**src/logic/ext_regs_defs.svh**
```systemverilog
// Offsets, field positions, reset values and widths of the extended register group
`ifndef EXT_REGS_DEFS_SVH
`define EXT_REGS_DEFS_SVH

// ==========================================================
// Register offsets on the management access port
`define ADDR_W 5
`define OFF_CAP_ID 5'h12
`define OFF_ENTROPY 5'h13
`define OFF_EVT_ENABLE 5'h1C
`define OFF_EVT_PENDING 5'h1D
`define OFF_RING 5'h1E

// ==========================================================
// Widths and reset values
`define REG_W 16
`define EVT_W 11
`define ENABLE_RST 16'h0000
`define PENDING_RST 11'h000
`define RD_DATA_RST 16'h0000
`define ENT_SEED_DEF 16'hACE1
`define ENT_TAPS 16'hB400

// ==========================================================
// Capability word fields
`define CAP_BIT_INDUSTRIAL 15
`define CAP_BIT_QUAD 14
`define CAP_BIT_PTP 13
`define CAP_BIT_SEC 12
`define CAP_BIT_DUAL_MEDIA 10
`define CAP_BIT_HI_PREC 9
`define CAP_BIT_KEY256 8
`define CAP_SUFFIX_HI 7
`define CAP_SUFFIX_LO 0

// ==========================================================
// Event bit positions (shared by enable and pending)
`define EVT_BIT_MEM_RING 10
`define EVT_BIT_SEC_EGRESS 9
`define EVT_BIT_SEC_INGRESS 8
`define EVT_BIT_FC_BUFFER 7
`define EVT_BIT_LINE_MAC 6
`define EVT_BIT_HOST_MAC 5
`define EVT_BIT_SWITCHOVER 4
`define EVT_BIT_EEE_LINK_FAIL 3
`define EVT_BIT_RX_QUIET 2
`define EVT_BIT_RX_SLEEP 1
`define EVT_BIT_WAKE_ERR 0

// ==========================================================
// Ring control word fields
`define RING_BIT_STARTUP 15
`define RING_BIT_ADVERTISE 14
`define RING_BIT_LP_ADV 13
`define RING_BIT_FORCE 12
`define RING_ROLE_HI 5
`define RING_ROLE_LO 4
`define RING_BIT_START 0

`endif

```
**src/logic/ext_regs_pkg.sv**
```systemverilog
// Types shared by the extended register group
package ext_regs_pkg;

  // ==========================================================
  // Timing role encoding of the ring status field
  typedef enum logic [1:0] {
    ROLE_SLAVE = 2'b00,
    ROLE_MASTER_TO_SLAVE = 2'b01,
    ROLE_SLAVE_TO_MASTER = 2'b10,
    ROLE_MASTER = 2'b11
  } timing_role_e;

  // ==========================================================
  // Complete state of the register bank
  typedef struct packed {
    logic [15:0] enable;
    logic [10:0] pending;
    logic startup_en;
    logic advertise;
    logic force_en;
    logic lp_adv;
    logic start;
    logic link_seen;
    timing_role_e role;
    logic [15:0] rd_data;
    logic rd_valid;
  } regs_state_s;

  // Complete state of the entropy source
  typedef struct packed {
    logic [15:0] value;
  } entropy_state_s;

endpackage : ext_regs_pkg

```
**src/logic/entropy_source.sv**
```systemverilog
// Free-running 16-bit random word source for the entropy register
`timescale 1ns/1ps
`include "ext_regs_defs.svh"

module entropy_source #(
  parameter logic [15:0] SEED = `ENT_SEED_DEF
) (
  input wire logic clk_in,
  input wire logic resetn_in,
  output logic [15:0] value_out
);

  // An all-zero seed would lock the shift register
  if (SEED == 16'h0000) begin : g_bad_seed
    $error("entropy_source: SEED must be nonzero");
  end

  ext_regs_pkg::entropy_state_s st_q;
  ext_regs_pkg::entropy_state_s st_d;

  // ==========================================================
  // Next state
  always_comb begin
    st_d = st_q;
    st_d.value = {st_q.value[14:0], ^(st_q.value & `ENT_TAPS)};
  end

  always_ff @(posedge clk_in) begin
    if (!resetn_in) begin
      st_q.value <= SEED;
    end else begin
      st_q <= st_d;
    end
  end

  assign value_out = st_q.value;
endmodule : entropy_source

```
**src/logic/ext_id_irq_ring_regs.sv**
```systemverilog
// Extended capability, entropy, event and ring switchover registers of one port
// Functional notes
// - Capability bit 15 reads 1 for industrial range, 0 for commercial; read-only.
// - Bits 14, 13, 12, 10 report quad, timing protocol, security, dual media.
// - Bit 9 reads 1 for high-precision timestamping, 0 for low-precision only.
// - Bit 8 reads 1 for 256-bit security keys, 0 for 128-bit only.
// - Entropy register returns a fresh 16-bit random value on each read.
// - Enable bits are sticky read/write, reset 0, 1 lets the event interrupt.
// - Pending bits read 1 while an event waits and clear once read.
// - Event bits 10 down to 5: ring, egress, ingress, buffer, line, host.
// - Event bits 3 down to 0: link fail, quiet timer, sleep timer, wake error.
// - Pending bit 4 sets on switchover completion; enable bit 4 gates it.
// - Ring bits 15, 14, 12 are sticky read/write controls resetting to 0.
// - Ring bit 13 shows the partner's ring advertisement; resets to 0.
// - Ring role field: 00 slave, 10 to master, 11 master, 01 to slave.
// - Stable role first follows the negotiated master/slave outcome at link-up.
// - Writing 1 to ring bit 0 starts a switchover only from a stable role with link up; the bit self-clears.
`timescale 1ns/1ps
`include "ext_regs_defs.svh"

module ext_id_irq_ring_regs #(
  parameter bit CAP_INDUSTRIAL = 1'b0,
  parameter bit CAP_QUAD = 1'b1,
  parameter bit CAP_PTP = 1'b1,
  parameter bit CAP_SEC = 1'b1,
  parameter bit CAP_DUAL_MEDIA = 1'b1,
  parameter bit CAP_HI_PREC = 1'b0,
  parameter bit CAP_KEY256 = 1'b1,
  // Arbitrary neutral suffix value
  parameter logic [7:0] VARIANT_BCD = 8'h01,
  parameter logic [15:0] ENTROPY_SEED = `ENT_SEED_DEF
) (
  input wire logic clk_in,
  input wire logic resetn_in,
  input wire logic [4:0] acc_addr_in,
  input wire logic acc_wr_in,
  input wire logic [15:0] acc_wdata_in,
  input wire logic acc_rd_in,
  output logic [15:0] rd_data_out,
  output logic rd_valid_out,
  input wire logic [10:0] event_in,
  input wire logic link_up_in,
  input wire logic neg_master_in,
  input wire logic lp_ring_adv_in,
  input wire logic switchover_done_in,
  output logic start_switchover_out,
  output logic ring_startup_en_out,
  output logic ring_advertise_out,
  output logic ring_force_out,
  output logic [1:0] timing_role_out,
  output logic irq_out
);

  // ==========================================================
  // Elaboration checks
  if (VARIANT_BCD[7:4] > 4'h9 || VARIANT_BCD[3:0] > 4'h9) begin : g_bad_bcd
    $error("ext_id_irq_ring_regs: VARIANT_BCD must hold two BCD digits");
  end

  // ==========================================================
  // Helpers
  function automatic logic hit(input logic [4:0] addr, input logic [4:0] off);
    hit = (addr == off);
  endfunction : hit

  function automatic logic [15:0] ring_word(input ext_regs_pkg::regs_state_s s);
    ring_word = 16'h0000;
    ring_word[`RING_BIT_STARTUP] = s.startup_en;
    ring_word[`RING_BIT_ADVERTISE] = s.advertise;
    ring_word[`RING_BIT_LP_ADV] = s.lp_adv;
    ring_word[`RING_BIT_FORCE] = s.force_en;
    ring_word[`RING_ROLE_HI:`RING_ROLE_LO] = s.role;
    ring_word[`RING_BIT_START] = s.start;
  endfunction : ring_word

  function automatic logic role_stable(input ext_regs_pkg::timing_role_e r);
    role_stable = (r == ext_regs_pkg::ROLE_SLAVE) || (r == ext_regs_pkg::ROLE_MASTER);
  endfunction : role_stable

  // ==========================================================
  // Fixed capability word
  logic [15:0] cap_word;
  always_comb begin
    cap_word = 16'h0000;
    cap_word[`CAP_BIT_INDUSTRIAL] = CAP_INDUSTRIAL;
    cap_word[`CAP_BIT_QUAD] = CAP_QUAD;
    cap_word[`CAP_BIT_PTP] = CAP_PTP;
    cap_word[`CAP_BIT_SEC] = CAP_SEC;
    cap_word[`CAP_BIT_DUAL_MEDIA] = CAP_DUAL_MEDIA;
    cap_word[`CAP_BIT_HI_PREC] = CAP_HI_PREC;
    cap_word[`CAP_BIT_KEY256] = CAP_KEY256;
    cap_word[`CAP_SUFFIX_HI:`CAP_SUFFIX_LO] = VARIANT_BCD;
  end

  // ==========================================================
  // Entropy source
  logic [15:0] entropy_word;
  entropy_source #(
    .SEED(ENTROPY_SEED)
  ) u_entropy (
    .clk_in(clk_in),
    .resetn_in(resetn_in),
    .value_out(entropy_word)
  );

  // ==========================================================
  // State
  ext_regs_pkg::regs_state_s st_q;
  ext_regs_pkg::regs_state_s st_d;
  logic [10:0] ev_set;
  logic start_ok;
  logic done_ok;

  always_comb begin
    st_d = st_q;
    start_ok = 1'b0;
    done_ok = role_stable(st_q.role) ? 1'b0 : switchover_done_in;

    ev_set = event_in;
    ev_set[`EVT_BIT_SWITCHOVER] = event_in[`EVT_BIT_SWITCHOVER] | done_ok;

    // read data captured at the request edge
    st_d.rd_valid = acc_rd_in;
    if (acc_rd_in) begin
      if (hit(acc_addr_in, `OFF_CAP_ID)) begin
        st_d.rd_data = cap_word;
      end else if (hit(acc_addr_in, `OFF_ENTROPY)) begin
        st_d.rd_data = entropy_word;
      end else if (hit(acc_addr_in, `OFF_EVT_ENABLE)) begin
        st_d.rd_data = st_q.enable;
      end else if (hit(acc_addr_in, `OFF_EVT_PENDING)) begin
        st_d.rd_data = {5'h00, st_q.pending};
      end else if (hit(acc_addr_in, `OFF_RING)) begin
        st_d.rd_data = ring_word(st_q);
      end else begin
        st_d.rd_data = `RD_DATA_RST;
      end
    end

    // clear on read, a same-cycle event wins
    if (acc_rd_in && hit(acc_addr_in, `OFF_EVT_PENDING)) begin
      st_d.pending = ev_set;
    end else begin
      st_d.pending = st_q.pending | ev_set;
    end

    // enable bits, reserved ones writable too
    if (acc_wr_in && hit(acc_addr_in, `OFF_EVT_ENABLE)) begin
      st_d.enable = acc_wdata_in;
    end

    st_d.start = 1'b0;
    if (acc_wr_in && hit(acc_addr_in, `OFF_RING)) begin
      st_d.startup_en = acc_wdata_in[`RING_BIT_STARTUP];
      st_d.advertise = acc_wdata_in[`RING_BIT_ADVERTISE];
      st_d.force_en = acc_wdata_in[`RING_BIT_FORCE];
      // start only from a stable role with link up
      start_ok = acc_wdata_in[`RING_BIT_START] & role_stable(st_q.role) & st_q.link_seen;
      st_d.start = start_ok;
    end

    st_d.lp_adv = lp_ring_adv_in;

    // role taken from negotiation at link-up
    st_d.link_seen = link_up_in;
    if (link_up_in && !st_q.link_seen) begin
      st_d.role = neg_master_in ? ext_regs_pkg::ROLE_MASTER : ext_regs_pkg::ROLE_SLAVE;
    end else begin
      case (st_q.role)
        ext_regs_pkg::ROLE_SLAVE: begin
          if (start_ok) begin
            st_d.role = ext_regs_pkg::ROLE_SLAVE_TO_MASTER;
          end
        end
        ext_regs_pkg::ROLE_SLAVE_TO_MASTER: begin
          if (done_ok) begin
            st_d.role = ext_regs_pkg::ROLE_MASTER;
          end
        end
        ext_regs_pkg::ROLE_MASTER: begin
          if (start_ok) begin
            st_d.role = ext_regs_pkg::ROLE_MASTER_TO_SLAVE;
          end
        end
        ext_regs_pkg::ROLE_MASTER_TO_SLAVE: begin
          if (done_ok) begin
            st_d.role = ext_regs_pkg::ROLE_SLAVE;
          end
        end
        default: begin
          st_d.role = ext_regs_pkg::ROLE_SLAVE;
        end
      endcase
    end
  end

  always_ff @(posedge clk_in) begin
    if (!resetn_in) begin
      st_q.enable <= `ENABLE_RST;
      st_q.pending <= `PENDING_RST;
      st_q.startup_en <= 1'b0;
      st_q.advertise <= 1'b0;
      st_q.force_en <= 1'b0;
      st_q.lp_adv <= 1'b0;
      st_q.start <= 1'b0;
      st_q.link_seen <= 1'b0;
      st_q.role <= ext_regs_pkg::ROLE_SLAVE;
      st_q.rd_data <= `RD_DATA_RST;
      st_q.rd_valid <= 1'b0;
    end else begin
      st_q <= st_d;
    end
  end

  // ==========================================================
  // Outputs
  assign rd_data_out = st_q.rd_data;
  assign rd_valid_out = st_q.rd_valid;
  assign start_switchover_out = st_q.start;
  assign ring_startup_en_out = st_q.startup_en;
  assign ring_advertise_out = st_q.advertise;
  assign ring_force_out = st_q.force_en;
  assign timing_role_out = st_q.role;
  // level request from enabled pending bits
  assign irq_out = |(st_q.pending & st_q.enable[`EVT_W-1:0]);
endmodule : ext_id_irq_ring_regs

```
**config.mk**
```make
export PLATFORM = sky130hd
export DESIGN_NAME = ext_id_irq_ring_regs
export DESIGN_NICKNAME = d
export VERILOG_FILES = /design/src/logic/ext_regs_pkg.sv /design/src/logic/entropy_source.sv /design/src/logic/ext_id_irq_ring_regs.sv
export VERILOG_INCLUDE_DIRS = /design/src /design/src/logic
export SDC_FILE = /design/constraint.sdc
export NUM_CORES = 1
export LEC_CHECK = 0
export BUFFER_PORTS_ARGS = -buffer_cell sky130_fd_sc_hd__buf_2
export CAP_MARGIN = 20
export CORE_MARGIN = 2
export CORE_UTILIZATION = 45
export CTS_CLUSTER_DIAMETER = 150
export DETAILED_ROUTE_END_ITERATION = 12
export PLACE_DENSITY = 0.75
export SYNTH_ARGS = -nofsm -noshare
export SYNTH_HDL_FRONTEND = slang
export SYNTH_SLANG_ARGS = --single-unit
export TNS_END_PERCENT = 1
```
**constraint.sdc**
```tcl
create_clock -name clk_in -period 3.1 [get_ports clk_in]
set_input_delay 0.465 -clock clk_in [delete_from_list [all_inputs] [get_ports clk_in]]
set_output_delay 0.465 -clock clk_in [all_outputs]
set_load 0.01 [all_outputs]
```
==> impl_metrics.py <==
metrics = {
    "worst_setup_path": {
        "r2r_setup_slack_ps": 1300,
        "cp-end-kind": "primary output",
        "path_class": "reg -> out",
        "cp.required_ps": 2630,
        "cp.arrival_ps": 1430,
        "r2r_end": "timing_role_out[0]$_SDFFE_PN0P_",
        "reg2regPathDepth": 6,
        "path_max_fanout": 3,
        "regToRegStartpoint": "timing_role_out[0]$_SDFFE_PN0P_",
        "critPathLaunchType": "register",
    },
    "logic_synthesis": {
        "syn_area_um2": 2870,
        "synth_seq_cells": 68,
        "syn_inst": 312,
        "ys_seq_area_frac": 0.474,
        "avgSynthCellArea_um2": 9.21,
        "synth.distinct_cells": 44,
        "synth_nets": 356,
        "ys.warnings.count": 0,
    },
    "power_and_ir_drop": {
        "p_leak_nw": 1.35,
        "pwr-share-clk": 0.383,
        "cellPowerDensity_nw_per_um2": 558,
        "p_sw_mw": 0.466,
        "comb_power_share": 0.100,
        "p_seq_frac": 0.516,
        "total_power_mw": 1.83,
        "internal_power_mw": 1.36,
        "swShare": 0.255,
        "vdd_drop_max_mv": 0.349,
    },
    "detailed_routing": {
        "vias": 2314,
        "vias_per_cell": 5.28,
        "drc": 0,
        "wire_per_inst_um": 14.9,
        "drt_iter0_drc": 108,
        "wl_mm": 6.55,
        "final_antenna_net_count": 0,
        "firstDrtPassIters": 5,
    },
    "outcome": {
        "status": "completed",
    },
    "timing": {
        "fin_tns_setup_ps": 0,
        "maxSlewViolCount": 0,
        "setup_viol": 0,
        "max-slew-margin-rel": 0.554,
        "max_freq_ghz": 0.528,
        "fin_skew_ps": 5.14,
        "timing.final.crit_share": 0.611,
        "rsz0062_at_grt": "no",
        "holdWs_ps": 321,
        "fin_ws_ps": 1210,
        "hold_viol": 0,
        "finalCriticalPeriod_ps": 1890,
        "tightestPinTransition_ps": 666,
    },
    "clock_tree": {
        "clkSinkCount": 68,
        "cts.hold.buffers_added": 0,
        "cts_buffers": 9,
        "postCtsSetupRepairBufs": 0,
        "ctsResizeCount": 0,
        "clock_latency_ps": 340,
        "clk_pin_slew_ps": 80,
        "clockBufferDepth": 2,
        "htree_num_levels": 3,
        "clockRootBuffer": "clkbuf_8",
        "cts_tree": "done",
    },
    "final_layout": {
        "diodes": 0,
        "drive_gt1_frac": 0.238,
        "nNetsFinal": 400,
        "fin_cells": 438,
        "finish.instance_area_um2": 3280,
        "utilization": 0.522,
        "area_growth_syn_to_layout_pct": 14.1,
    },
    "placed_design": {
        "hpwl_mm": 4.73,
        "io_buffers": 63,
        "postPlaceCellArea_um2": 3090,
        "gp_congestion": 0.772,
        "dp.cells": 422,
        "pre_cts_ws_ps": 953,
    },
    "global_route": {
        "grt_max_degree": 35,
        "grt_pass1_vias": 2257,
        "grt_pass1_wl_mm": 10.7,
        "gr-total-overflow": 0,
        "antenna_found_initial": 0,
        "grt_usage": 0.190,
    },
    "worst_hold_path": {
        "hold_end": "st_q[30]$_SDFF_PN0_",
        "hp-class": "in -> reg",
        "min_from": "event_in[5]",
        "hold_depth": 3,
    },
    "floorplan": {
        "start_util": 0.458,
        "dieArea_um2": 7040,
        "core-area_um2": 6280,
        "rows": 29,
        "die_h_um": 83.9,
        "ios": 64,
        "dieWidth_um": 83.9,
    },
    "run": {
        "cap_violations": 0,
    },
}
[placed cells by master (no fill, tap or decap), types with 2 or more instances in the layout]
master      instances
dfxtp_1            68
buf_2              63
nor2_1             40
nand2_1            24
a21oi_1            23
mux2i_1            22
o21ai_0            13
o21ai_1            10
and2_1              9
clkbuf_8            9
nand2b_1            7
inv_1               6
a31oi_1             5
a22o_1              4
nand3_1             4
a22oi_1             4
a32oi_1             4
ha_1                4
a221oi_1            3
o31ai_1             3
clkinvlp_4          3
clkinv_2            3
a222oi_1            2
and3_1              2
and4b_1             2
xor2_1              2
nand3b_1            2
a211o_1             2
o41ai_1             2
buf_4               2
[registers in the layout (all words and copies together), names as in the netlist]
name / count
u_entropy.value_out: 16
ring_startup_en_out: 1
ring_force_out: 1
timing_role_out: 2
rd_data_out: 16
rd_valid_out: 1
start_switchover_out: 1
ring_advertise_out: 1
st_q: 29
[power groups by stage]
stage / clock network (mW) / logic [mW] / registers, mW
6_report: 0.701 / 0.183 / 0.944
3_3_place_gp: 0 / 0.177 / 0.962
2_1_floorplan: 0 / 0.133 / 0.953
4_1_cts: 0.712 / 0.183 / 0.944
5_1_grt: 0.748 / 0.204 / 0.949
3_5_place_dp: 0 / 0.182 / 0.963
[layer usage]
metal	track usage	wire length [um]	vias to the layer above
met5	0	0	-
met4	0.0865	94	0
met3	0.0544	436	11
met2	0.289	2960	73
met1	0.251	3060	1066
li1	-	-	1164
[critical path, stage by stage (launching register included)]
cell	delay [ps]
dfxtp_1	330
a22o_1	230
a221oi_1	260
nand3_1	110
buf_2	160
[cell usage after synthesis]
| library cell | n | area [um^2] |
|---|---|---|
| dfxtp_1 | 68 | 1360 |
| nor2_1 | 40 | 150 |
| nand2_1 | 24 | 90.1 |
| a21oi_1 | 23 | 115 |
| mux2i_1 | 22 | 220 |
| buf_4 | 18 | 135 |
| o21ai_0 | 13 | 65.1 |
| o21ai_1 | 10 | 50.1 |
| and2_1 | 9 | 56.3 |
| nand2b_1 | 7 | 43.8 |
| buf_2 | 6 | 30.0 |
| inv_1 | 6 | 22.5 |
| a31oi_1 | 5 | 31.3 |
| clkbuf_1 | 5 | 18.8 |
| a22o_1 | 4 | 35.0 |
| a22oi_1 | 4 | 30.0 |
| a32oi_1 | 4 | 35.0 |
| ha_1 | 4 | 50.1 |
| nand3_1 | 4 | 20.0 |
| a221oi_1 | 3 | 26.3 |
| o31ai_1 | 3 | 22.5 |
| a211o_1 | 2 | 17.5 |
| a222oi_1 | 2 | 20.0 |
| and3_1 | 2 | 12.5 |
| and4b_1 | 2 | 20.0 |
| nand3b_1 | 2 | 15.0 |
| o41ai_1 | 2 | 17.5 |
| xor2_1 | 2 | 17.5 |
| a211oi_1 | 1 | 7.51 |
| a21oi_2 | 1 | 8.76 |
| a41oi_1 | 1 | 8.76 |
| buf_1 | 1 | 3.75 |
| buf_6 | 1 | 11.3 |
| buf_8 | 1 | 15.0 |
| clkinv_1 | 1 | 3.75 |
| mux2_2 | 1 | 11.3 |
| nand4b_1 | 1 | 8.76 |
| nand4b_2 | 1 | 15.0 |
| nand4bb_1 | 1 | 11.3 |
| nor2b_1 | 1 | 6.26 |
| nor3b_2 | 1 | 12.5 |
| or2_2 | 1 | 6.26 |
| or3_1 | 1 | 6.26 |
| xnor2_1 | 1 | 8.76 |
[final cells by class]
| class | count | area [um^2] |
|---|---|---|
| multi-input cells | 205 | 1270 |
| inverters | 7 | 26.3 |
| fillers | 585 | 3000 |
| flip-flops and latches | 68 | 1360 |
| clock inverters | 7 | 67.6 |
| repair buffers | 65 | 330 |
| well taps | 77 | 96.3 |
| clock buffers | 9 | 124 |
[kinds of logic (layout without fill, tap and decap cells)]
family	count (synthesis)	after routing	share of synthesized area
flops	68	68	0.474
fa+ha+maj	4	4	0.0174
simple gates	97	97	0.165
compound gates	78	78	0.171
buf+inv	39	88	0.0836
mux	23	23	0.0805
xor+xnor	3	3	0.00914
[worst max path at each step]
stage                              from                     to  slack [ps]  cells past startpoint
floorplan                acc_addr_in[0]  st_q[49]$_SDFFE_PN0P_        1430                      7
global route             acc_addr_in[0]  st_q[44]$_SDFFE_PN0P_        1150                      6
CTS                 st_q[32]$_SDFF_PN0_                irq_out        1190                      4
global placement         acc_addr_in[0]  st_q[40]$_SDFFE_PN0P_         980                      6
finish              st_q[32]$_SDFF_PN0_                irq_out        1210                      4
detailed placement       acc_addr_in[0]  st_q[36]$_SDFFE_PN0P_         950                      6
Power figures use the tool's default switching activity.
